### src/core/ocs_pkg.sv
// Package of constants and types for the oscillator source controller.
package ocs_pkg;

  // ------------------------------------------------------------------
  // Timing and frequencies
  // ------------------------------------------------------------------
  localparam longint CLK_HZ = 100000000;
  localparam longint FAST_RC_4M_HZ = 4000000;
  localparam longint FAST_RC_8M_HZ = 8000000;
  localparam longint FAST_RC_12M_HZ = 12000000;
  localparam longint SLOW_RC_HZ = 13000;
  localparam longint SLOW_XTAL_HZ = 32768;
  localparam int ACC_W = 32;
  // Phase increments for a 32-bit accumulator at the core clock rate.
  localparam logic [31:0] INC_4M = 32'((FAST_RC_4M_HZ << ACC_W) / CLK_HZ);
  localparam logic [31:0] INC_8M = 32'((FAST_RC_8M_HZ << ACC_W) / CLK_HZ);
  localparam logic [31:0] INC_12M = 32'((FAST_RC_12M_HZ << ACC_W) / CLK_HZ);
  localparam logic [31:0] INC_SLOW_RC = 32'((SLOW_RC_HZ << ACC_W) / CLK_HZ);
  // Longest gap between two slow RC ticks, in core clock cycles.
  localparam logic [15:0] SLOW_RC_GAP_MAX = 16'(CLK_HZ / SLOW_RC_HZ + 2);

  // ------------------------------------------------------------------
  // First system control register fields
  // ------------------------------------------------------------------
  localparam int CTRL_W = 8;
  localparam int CTRL_CLK_SEL_BIT = 0;
  localparam int CTRL_POWER_MODE_BIT = 1;
  localparam logic [7:0] CTRL_RESET = 8'h00;

  // ------------------------------------------------------------------
  // Configuration options
  // ------------------------------------------------------------------
  typedef enum logic [1:0] {
    OSC_FAST_CRYSTAL = 2'h0,
    OSC_EXTERNAL_RC = 2'h1,
    OSC_INTERNAL_FAST_RC = 2'h2,
    OSC_FAST_RC_SLOW_XTAL = 2'h3
  } ocs_osc_type_t;

  typedef enum logic [1:0] {
    FRC_4MHZ = 2'h0,
    FRC_8MHZ = 2'h1,
    FRC_12MHZ = 2'h2
  } ocs_frc_freq_t;

  // Clock switch states, one-hot.
  typedef enum logic [3:0] {
    SW_FAST = 4'h1,
    SW_TO_SLOW = 4'h2,
    SW_SLOW = 4'h4,
    SW_TO_FAST = 4'h8
  } ocs_sw_state_t;

  typedef struct packed {
    logic slow_xtal_power_mode;
    logic system_clock_source_select;
  } ocs_ctrl_t;

  typedef struct packed {
    ocs_osc_type_t osc_type;
    ocs_frc_freq_t fast_rc_freq;
    logic slow_rc_enable;
  } ocs_cfg_t;

endpackage : ocs_pkg

### src/core/ocs_osc_ctrl.sv
// Oscillator source selection, slow crystal power mode and pin sharing control.
module ocs_osc_ctrl (
  input wire logic clock,
  input wire logic reset,
  input wire ocs_pkg::ocs_cfg_t cfg,
  input wire logic ctrl_write,
  input wire logic [7:0] ctrl_wdata,
  input wire logic halt_request,
  input wire logic wake_request,
  input wire logic oscillator_pin_first,
  input wire logic oscillator_pin_second,
  output logic [7:0] ctrl_rdata,
  output logic sys_clk_tick,
  output logic slow_xtal_tick,
  output logic slow_rc_tick,
  output logic slow_xtal_low_power,
  output logic fast_rc_running,
  output logic low_speed_active,
  output logic halted,
  output logic port_a_bit_five_gpio,
  output logic port_a_bit_six_gpio
);

  // ------------------------------------------------------------------
  // State
  // ------------------------------------------------------------------
  typedef struct packed {
    ocs_pkg::ocs_ctrl_t ctrl;
    ocs_pkg::ocs_sw_state_t sw;
    logic halted;
    logic [2:0] pin1_sync;
    logic [1:0] pin2_sync;
    logic sys_tick;
    logic xtal_tick;
    logic rc_tick;
    logic fast_run;
    logic pa5_gpio;
    logic pa6_gpio;
    logic slow_act;
    logic [15:0] rc_gap;
  } ocs_state_t;

  ocs_state_t st_q;
  ocs_state_t st_d;
  logic frc_tick;
  logic src_tick;
  logic frc_enable;
  logic [31:0] frc_inc;

  // Only three codes exist; the spare code falls back to the slowest setting.
  function automatic logic [31:0] frc_increment(input ocs_pkg::ocs_frc_freq_t sel);
    logic [31:0] inc;
    inc = ocs_pkg::INC_4M;
    if (sel == ocs_pkg::FRC_8MHZ) begin
      inc = ocs_pkg::INC_8M;
    end else if (sel == ocs_pkg::FRC_12MHZ) begin
      inc = ocs_pkg::INC_12M;
    end
    return inc;
  endfunction

  // ------------------------------------------------------------------
  // Internal oscillators
  // ------------------------------------------------------------------
  // The fast RC stops in slow mode and while halted.
  assign frc_enable = (st_q.sw != ocs_pkg::SW_SLOW) && !st_q.halted
    && (cfg.osc_type inside {ocs_pkg::OSC_INTERNAL_FAST_RC, ocs_pkg::OSC_FAST_RC_SLOW_XTAL});
  assign frc_inc = frc_increment(cfg.fast_rc_freq);

  ocs_tick_gen #(.ACC_W(ocs_pkg::ACC_W)) fast_rc_gen (
    .clock(clock),
    .reset(reset),
    .enable(frc_enable),
    .increment(frc_inc),
    .tick_q(frc_tick)
  );

  // The slow RC is free running; only the configuration option stops it.
  ocs_tick_gen #(.ACC_W(ocs_pkg::ACC_W)) slow_rc_gen (
    .clock(clock),
    .reset(reset),
    .enable(cfg.slow_rc_enable),
    .increment(ocs_pkg::INC_SLOW_RC),
    .tick_q(src_tick)
  );

  // ------------------------------------------------------------------
  // Next state
  // ------------------------------------------------------------------
  always_comb begin
    logic pin_edge;
    logic paired;
    logic want_slow;
    logic fast_src;
    pin_edge = st_q.pin1_sync[1] && !st_q.pin1_sync[2];
    paired = cfg.osc_type == ocs_pkg::OSC_FAST_RC_SLOW_XTAL;
    want_slow = paired && st_q.ctrl.system_clock_source_select;
    fast_src = (cfg.osc_type == ocs_pkg::OSC_INTERNAL_FAST_RC || paired) ? frc_tick : pin_edge;
    st_d = st_q;

    // Pin synchronisers; only stage two and later feed logic.
    st_d.pin1_sync = {st_q.pin1_sync[1:0], oscillator_pin_first};
    st_d.pin2_sync = {st_q.pin2_sync[0], oscillator_pin_second};

    // Control bits; bits other than the two fields are not held here.
    if (ctrl_write) begin
      st_d.ctrl.slow_xtal_power_mode = ctrl_wdata[ocs_pkg::CTRL_POWER_MODE_BIT];
      st_d.ctrl.system_clock_source_select = ctrl_wdata[ocs_pkg::CTRL_CLK_SEL_BIT];
    end

    // Halt wins over a wake in the same cycle so a halt is never lost.
    if (halt_request) begin
      st_d.halted = 1'b1;
    end else if (wake_request) begin
      st_d.halted = 1'b0;
    end

    // The slow crystal runs whatever the power mode and through halt.
    st_d.xtal_tick = paired && pin_edge;
    st_d.rc_tick = src_tick;

    // Switching waits for the first edge of the new source, so no short period escapes.
    st_d.sys_tick = 1'b0;
    case (st_q.sw)
      ocs_pkg::SW_FAST: begin
        if (want_slow) begin
          st_d.sw = ocs_pkg::SW_TO_SLOW;
        end else begin
          st_d.sys_tick = fast_src;
        end
      end
      ocs_pkg::SW_TO_SLOW: begin
        if (!want_slow) begin
          st_d.sw = ocs_pkg::SW_FAST;
        end else if (pin_edge) begin
          st_d.sw = ocs_pkg::SW_SLOW;
          st_d.sys_tick = 1'b1;
        end
      end
      ocs_pkg::SW_SLOW: begin
        if (!want_slow) begin
          st_d.sw = ocs_pkg::SW_TO_FAST;
        end else begin
          st_d.sys_tick = pin_edge;
        end
      end
      ocs_pkg::SW_TO_FAST: begin
        if (want_slow) begin
          st_d.sw = ocs_pkg::SW_SLOW;
        end else if (fast_src) begin
          st_d.sw = ocs_pkg::SW_FAST;
          st_d.sys_tick = 1'b1;
        end
      end
      default: begin
        st_d.sw = ocs_pkg::SW_FAST;
      end
    endcase
    // Idle and Sleep hold the processor clock off from the cycle the halt shows.
    if (st_d.halted) begin
      st_d.sys_tick = 1'b0;
    end

    st_d.fast_run = frc_enable;
    // Registered here so that the slow-mode flag leaves the block straight from a flip-flop.
    st_d.slow_act = st_d.sw == ocs_pkg::SW_SLOW;
    // Pin sharing follows the oscillator option.
    st_d.pa5_gpio = cfg.osc_type inside {ocs_pkg::OSC_EXTERNAL_RC, ocs_pkg::OSC_INTERNAL_FAST_RC};
    st_d.pa6_gpio = cfg.osc_type == ocs_pkg::OSC_INTERNAL_FAST_RC;

    // Cycles since the last slow RC tick, kept for checking; held at zero while the
    // oscillator is disabled so that a restart does not count the idle time as a gap.
    st_d.rc_gap = (st_q.rc_tick || !cfg.slow_rc_enable) ? 16'h0000 : st_q.rc_gap + 16'h0001;
  end

  // ------------------------------------------------------------------
  // Registers
  // ------------------------------------------------------------------
  // Power-on clears both control bits, so the slow crystal starts quickly.
  always_ff @(posedge clock) begin
    if (reset) begin
      st_q <= '0;
      st_q.sw <= ocs_pkg::SW_FAST;
      st_q.ctrl <= ocs_pkg::ocs_ctrl_t'(ocs_pkg::CTRL_RESET[1:0]);
      st_q.pa5_gpio <= 1'b0;
      st_q.pa6_gpio <= 1'b0;
    end else begin
      st_q <= st_d;
    end
  end

  // Outputs come straight from the state register.
  assign ctrl_rdata = {6'h00, st_q.ctrl.slow_xtal_power_mode, st_q.ctrl.system_clock_source_select};
  assign sys_clk_tick = st_q.sys_tick;
  assign slow_xtal_tick = st_q.xtal_tick;
  assign slow_rc_tick = st_q.rc_tick;
  // Software is expected to raise this bit once the crystal has settled.
  assign slow_xtal_low_power = st_q.ctrl.slow_xtal_power_mode;
  assign fast_rc_running = st_q.fast_run;
  assign low_speed_active = st_q.slow_act;
  assign halted = st_q.halted;
  assign port_a_bit_five_gpio = st_q.pa5_gpio;
  assign port_a_bit_six_gpio = st_q.pa6_gpio;

  // Gap bound for the slow RC.
  function automatic logic rc_gap_ok();
    return st_q.rc_gap <= ocs_pkg::SLOW_RC_GAP_MAX;
  endfunction
endmodule // ocs_osc_ctrl

### src/core/ocs_tick_gen.sv
// Phase-accumulator tick generator modelling an on-chip RC oscillator.
module ocs_tick_gen #(
  parameter int ACC_W = 32
) (
  input wire logic clock,
  input wire logic reset,
  input wire logic enable,
  input wire logic [ACC_W-1:0] increment,
  output logic tick_q
);

  // ------------------------------------------------------------------
  // State
  // ------------------------------------------------------------------
  typedef struct packed {
    logic [ACC_W-1:0] acc;
    logic tick;
  } ocs_tg_state_t;

  ocs_tg_state_t st_q;
  ocs_tg_state_t st_d;

  // A stopped oscillator restarts from phase zero, so its first tick is a full period.
  always_comb begin
    logic [ACC_W:0] sum;
    sum = '0;
    st_d = st_q;
    if (enable) begin
      sum = {1'b0, st_q.acc} + {1'b0, increment};
      st_d.acc = sum[ACC_W-1:0];
      st_d.tick = sum[ACC_W];
    end else begin
      st_d.acc = '0;
      st_d.tick = 1'b0;
    end
  end

  // Registers the state.
  always_ff @(posedge clock) begin
    if (reset) begin
      st_q <= '0;
    end else begin
      st_q <= st_d;
    end
  end

  assign tick_q = st_q.tick;

endmodule // ocs_tick_gen

### config.mk
export PLATFORM = sky130hd
export DESIGN_NAME = ocs_osc_ctrl
export DESIGN_NICKNAME = d
export VERILOG_FILES = /design/src/core/ocs_pkg.sv /design/src/core/ocs_osc_ctrl.sv /design/src/core/ocs_tick_gen.sv
export SDC_FILE = /design/constraint.sdc
export NUM_CORES = 1
export LEC_CHECK = 0
export ABC_AREA = 0
export BUFFER_PORTS_ARGS = -buffer_cell sky130_fd_sc_hd__buf_2
export CORE_MARGIN = 8
export CORE_UTILIZATION = 39
export DETAILED_ROUTE_END_ITERATION = 16
export HOLD_SLACK_MARGIN = 0.08
export MAX_ROUTING_LAYER = met4
export PLACE_DENSITY_LB_ADDON = 0.08
export SLEW_MARGIN = 5
export SYNTH_ARGS = -nofsm -noshare
export SYNTH_HDL_FRONTEND = slang
export SYNTH_SLANG_ARGS = --single-unit
### constraint.sdc
create_clock -name clock -period 3.7 [get_ports clock]
set_input_delay 0.74 -clock clock [delete_from_list [all_inputs] [get_ports clock]]
set_output_delay 0.74 -clock clock [all_outputs]
set_load 0.02 [all_outputs]
# After elaboration in Yosys (flattened, before gate mapping)
# Index checks and enable logic that the tools add are counted.
dict set report op_classes {
  n_reduce_logical 13
  n_mux 19
  n_addsub 2
  bitwise_logic 2
  eq_ne 11
}
# op n
set op_table {}
lappend op_table {{29-bit two-way mux} 2}
lappend op_table {{32-bit by 20-bit adder with 33-bit output (second input constant)} 1}
lappend op_table {{32-bit by 29-bit adder with 33-bit output} 1}
lappend op_table {{4-bit two-way mux} 6}
lappend op_table {{4-bit one-hot mux with 4 select lines} 1}
lappend op_table {{1-bit two-way mux} 9}
lappend op_table {{4-bit by 3-bit equality test with 1-bit output (second input constant)} 2}
lappend op_table {{2-bit equality test (second input constant)} 3}
lappend op_table {{2-bit OR reduction} 3}
lappend op_table {{1-bit logical AND} 5}
lappend op_table {{2-bit by 1-bit equality test with 1-bit output (second input constant)} 2}
lappend op_table {{4-bit by 1-bit equality test with 1-bit output (second input constant)} 1}
lappend op_table {{4-bit by 2-bit equality test with 1-bit output (second input constant)} 1}
lappend op_table {{4-bit equality test (second input constant)} 1}
lappend op_table {{4-bit by 3-bit != test with 1-bit output (second input constant)} 1}
lappend op_table {{1-bit one-hot mux with 4 select lines} 1}
lappend op_table {{2-bit nonzero test} 2}
lappend op_table {{1-bit zero test} 2}
lappend op_table {{1-bit inverter} 2}
lappend op_table {{1-bit logical OR} 1}
dict set report totals {
  output_inout_bits 17
  reg_bits 83
  input_bits 20
}

# Logic depth before layout (Yosys ltp)
dict set report depth {
  depth_word 7
  mapped_depth 14
}

# By module
# From an unflattened synthesis, not the netlist that was laid out.
dict set report hier_totals {
  cells_unflattened 782
  hier_area_um2 6228.5
}
# module seq_area_each_um2 area_each_um2 cells_per_inst instances
set by_module_without_submodules {}
lappend by_module_without_submodules {{ocs_tick_gen (fast_rc_gen)} 660.6 2692.6 340 1}
lappend by_module_without_submodules {{ocs_tick_gen (slow_rc_gen)} 660.6 2688.8 353 1}
lappend by_module_without_submodules {ocs_osc_ctrl 340.3 847.1 89 1}

# Least setup slack after synthesis
# Ideal clock, no wire load.
dict set report synth_path {
  kind {input-to-reg}
  start {input cfg[2] (netlist name)}
  end {register fast_rc_gen.st_q[28] (netlist name)}
  t_arrival_ns 3.187
  setup_slack_ns 0.435
  stages 13
  path_cell_list {inv_1 > ha_1 > buf_6 > buf_2 > inv_1 > ha_1 > a211o_1 > a22o_1 > maj3_2 > a31o_1 > a32o_1 > o21a_1 > nor3_1}
}
dict set report synth_between {
  elab_chain_len 4
}
# item line_no
set synth_lines {}
lappend synth_lines {{start, declared} ocs_osc_ctrl.sv:5} ;# input wire ocs_pkg::ocs_cfg_t cfg,
lappend synth_lines {{2-bit equality test} ocs_osc_ctrl.sv:56} ;# end else if (sel == ocs_pkg::FRC_12MHZ) begin
lappend synth_lines {{29-bit two-way mux} ocs_osc_ctrl.sv:56}
lappend synth_lines {{29-bit two-way mux (*)} ocs_osc_ctrl.sv:54} ;# if (sel == ocs_pkg::FRC_8MHZ) begin
lappend synth_lines {{32-bit by 29-bit adder with 33-bit output (*)} ocs_tick_gen.sv:29} ;# sum = {1'b0, st_q.acc} + {1'b0, increment};
lappend synth_lines {{end signal, assigned} ocs_tick_gen.sv:43} ;# st_q <= st_d;
lappend synth_lines {{end, declared} ocs_tick_gen.sv:20} ;# ocs_tg_state_t st_q;
# Mark *: on every way between the ends. The rest lies on a longest branch, timed or not.
# A chain may end at the register's enable or synchronous reset.

# Worst setup path in the final report
dict set report layout_path {
  start {input cfg[1] (netlist name)}
  end {register fast_rc_gen.st_q[28] (netlist name)}
}
# The elaborated chain is that of the path after synthesis.

==> impl_metrics.toml <==
[place]
dp.final_hpwl_mm = 7.35
postPlaceCellArea_um2 = 4830
port_buffers = 23
place.gp.congestion = 0.879

[setup_path]
end_kind = "flip-flop"
cp_top_family = "compound AO/OA/AOI/OAI gates"
cp_cell_sequence = "buf_2, inv_1, ha_1, inv_1, ha_1, a211o_1, a22o_1, maj3_2, a31o_1, a32o_1, o21a_1, nor3_1"
crit_buf_inv = 3
path_class = "in2reg"
slowest_delay_ps = 400
critPathMaxFanout = 8
start_kind = "primary input"
worstPathRequired_ps = 3970
crit_slowest_cell = "maj3_2"
crit_arrival_ps = 3240
rr_worst_depth = 8
worst-path-stages = 12

[sta]
setup_violations = 0
fin_hold_ws_ps = 437
grt_setup_unrepaired = "false"
max_freq_ghz = 0.337
period_share_pct = 80.3
hold_viol_final = 0
slew_violations = 0
setup-tns-final_ps = 0
tightest_slew_ps = 739
slew_headroom_pct = 50.3
period_needed_ps = 2970
skew_ps = 7.53

[pwr]
power_leakage_nw = 2.03
p_clk_share_pct = 45.5
p_sw_mw = 0.599
p_int_mw = 1.74
switching_share_pct = 25.6
p_comb_share_pct = 13.5
seqPwrFrac_pct = 40.9
peakVddDrop_uv = 305
powerDensity_nw_per_um2 = 451

[worst_hold_path]
holdPathStages = 1
hold_class = "reg2reg"

[yosys]
async_reset_ff_share_pct = 0
syn_avg_cell_area_um2 = 8.19
synth-warning-count = 0
synth_edf_count = 0
synthFlopType = "dfxtp_1"
ys_seq_area_share_pct = 36.1
syn_inst = 561
synth_area_leaders = "dfxtp_1 36%, xnor2_1 6.5%, nor2_1 6.3%, xor2_1 4.4%, ha_1 4.4%"
synth_cell_types = 61
yosysTopAreaCellShare_pct = 36.1
syn_area_um2 = 4600
synth-seq-cells = 83
synth_area_leader_cell = "dfxtp_1"

[flow_run]
max_cap_violations = 0

[clocking]
post_cts_resized = 0
post-cts-setup-buffers = 0
clkSinkCount = 83
clk_latency_ps = 340
cts_buffers = 9
htree_num_levels = 3
path_clk_slew_ps = 60
root_buffer = "clkbuf_16"
cts_hold_buf = 0
clock_path_buffers = 2
cts_tree = "yes"

[layout]
nNetsFinal = 615
final_layout_size_suffix_gt1_share_pct = 9.76
area_delta_synth_final_pct = 12.8
design_area_um2 = 5180
n_fill_cell = 1118
diodes = 0
final_util_pct = 45.2

[grt]
grt_pass1_vias = 3584
antenna_found_initial = 0
grt_pass1_wl_mm = 17.1
grt_max_degree = 34
grt_overflow_total = 0
track_usage_pct = 13.4

[floorplanning]
initial_core_util_pct = 40.1
row_count = 39
die_y_um = 125
dieArea_um2 = 15500
num_io_pins = 37
core-area_um2 = 11500
dieWidth_um = 125

[route]
ant_nets = 0
viasPerCell = 5.35
vias = 3888
wl_per_cell_um = 13.9
routed_wl_mm = 10.1
dr.pass1.iters = 4
drtIter0Drc = 244
drc = 0

[outcome]
status = "completed"
## routing by layer
layer,track usage (%),part of all wire [%],up-vias
li1,-,-,2002
met1,16.2,48,1816
met2,20.8,46,59
met3,4.26,4.9,11
met4,3.97,1.2,0
met5,-,0,-
## layout make-up
type	instances	area (um2)	share of cell area (%)
Multi-Input combinational cell	431	2730	52.6
Sequential cell	83	1660	32.1
Clock buffer	11	243	4.68
Timing Repair Buffer	32	183	3.52
Tap cell	143	179	3.45
Clock inverter	5	108	2.08
Inverter	22	82.6	1.59
## worst reg2reg max path, stage by stage, from the launching register on
cell	delay, ps
dfxtp_1	310
ha_1	350
a211o_1	300
a22o_1	230
maj3_2	400
a31o_1	270
a32o_1	220
o21a_1	170
nor3_1	150
## sequential cells by signal (all words and copies together) (netlist names)
signal                count
ctrl_rdata                1
fast_rc_gen.st_q         32
fast_rc_gen.tick_q        1
fast_rc_running           1
halted                    1
low_speed_active          1
port_a_bit_five_gpio      1
port_a_bit_six_gpio       1
slow_rc_gen.st_q         32
slow_rc_gen.tick_q        1
slow_rc_tick              1
slow_xtal_low_power       1
slow_xtal_tick            1
st_d                      2
st_q                      5
sys_clk_tick              1
## cells in the mapped netlist, types with 8 or more instances
| cell | instances |
|---|---|
| dfxtp_1 | 83 |
| nor2_1 | 77 |
| a21oi_1 | 34 |
| nand2_1 | 34 |
| xnor2_1 | 34 |
| nand3_1 | 23 |
| xor2_1 | 23 |
| inv_1 | 22 |
| o21ai_0 | 21 |
| nor3_1 | 19 |
| ha_1 | 16 |
| clkbuf_1 | 15 |
| and3_1 | 11 |
| nor2b_1 | 11 |
| a21o_1 | 10 |
| a31oi_1 | 8 |
| buf_4 | 8 |
| nand4_1 | 8 |
## cells in the final DEF, fill, tap and decap left out, types with 4 or more instances in the layout
master / instances
o21bai_1: 4
nand2b_1: 6
and4_1: 5
a211oi_1: 4
inv_1: 22
a21oi_1: 34
ha_1: 16
nand4_1: 8
nor2b_1: 11
buf_4: 9
dfxtp_1: 83
o31ai_1: 4
o21ai_0: 21
xnor2_1: 34
xor2_1: 23
a21o_1: 10
o21a_1: 5
buf_2: 23
nor2_1: 77
nor3_1: 19
o211ai_1: 4
and3_1: 11
conb_1: 6
nor4b_1: 4
clkbuf_16: 9
nand2_1: 34
nand3_1: 23
nand3b_1: 6
a31oi_1: 8
nor3b_1: 5
or3_1: 4
## through the flow
step	power [mW]	instances	worst slack, ps
6_report	2.34	727	729
5_1_grt	2.45	727	475
4_1_cts	2.38	727	746
3_5_place_dp	1.29	711	377
3_3_place_gp	1.29	711	388
2_1_floorplan	1.22	566	435
## power groups by stage
| stage | combinational (mW) | sequential [mW] | clock [mW] |
|---|---|---|---|
| 2_1_floorplan | 0.257 | 0.966 | 0 |
| 3_3_place_gp | 0.314 | 0.976 | 0 |
| 3_5_place_dp | 0.315 | 0.977 | 0 |
| 4_1_cts | 0.317 | 0.957 | 1.10 |
| 5_1_grt | 0.354 | 0.963 | 1.13 |
| 6_report | 0.316 | 0.957 | 1.06 |
## cell families after synthesis
group / share of synthesized area (%)
AOI/OAI and AO/OA: 17.8
xor gates and xnor gates: 10.9
adders and majority gates: 4.60
buffers and inverters: 5.23
DFF: 36.1
muxes: 0.653
other: 0.0816
and+or+nand+nor: 24.6
## final timing paths
path	start	slack (ps)	to
setup reg to reg	fast_rc_gen.st_q[14]	1240	fast_rc_gen.st_q[28]
hold reg to reg	st_d[26]	440	st_d[27]
setup / recovery	cfg[1]	730	fast_rc_gen.st_q[28]
hold / removal	st_d[26]	440	st_d[27]
No activity file was read; power rests on OpenSTA's default activity.
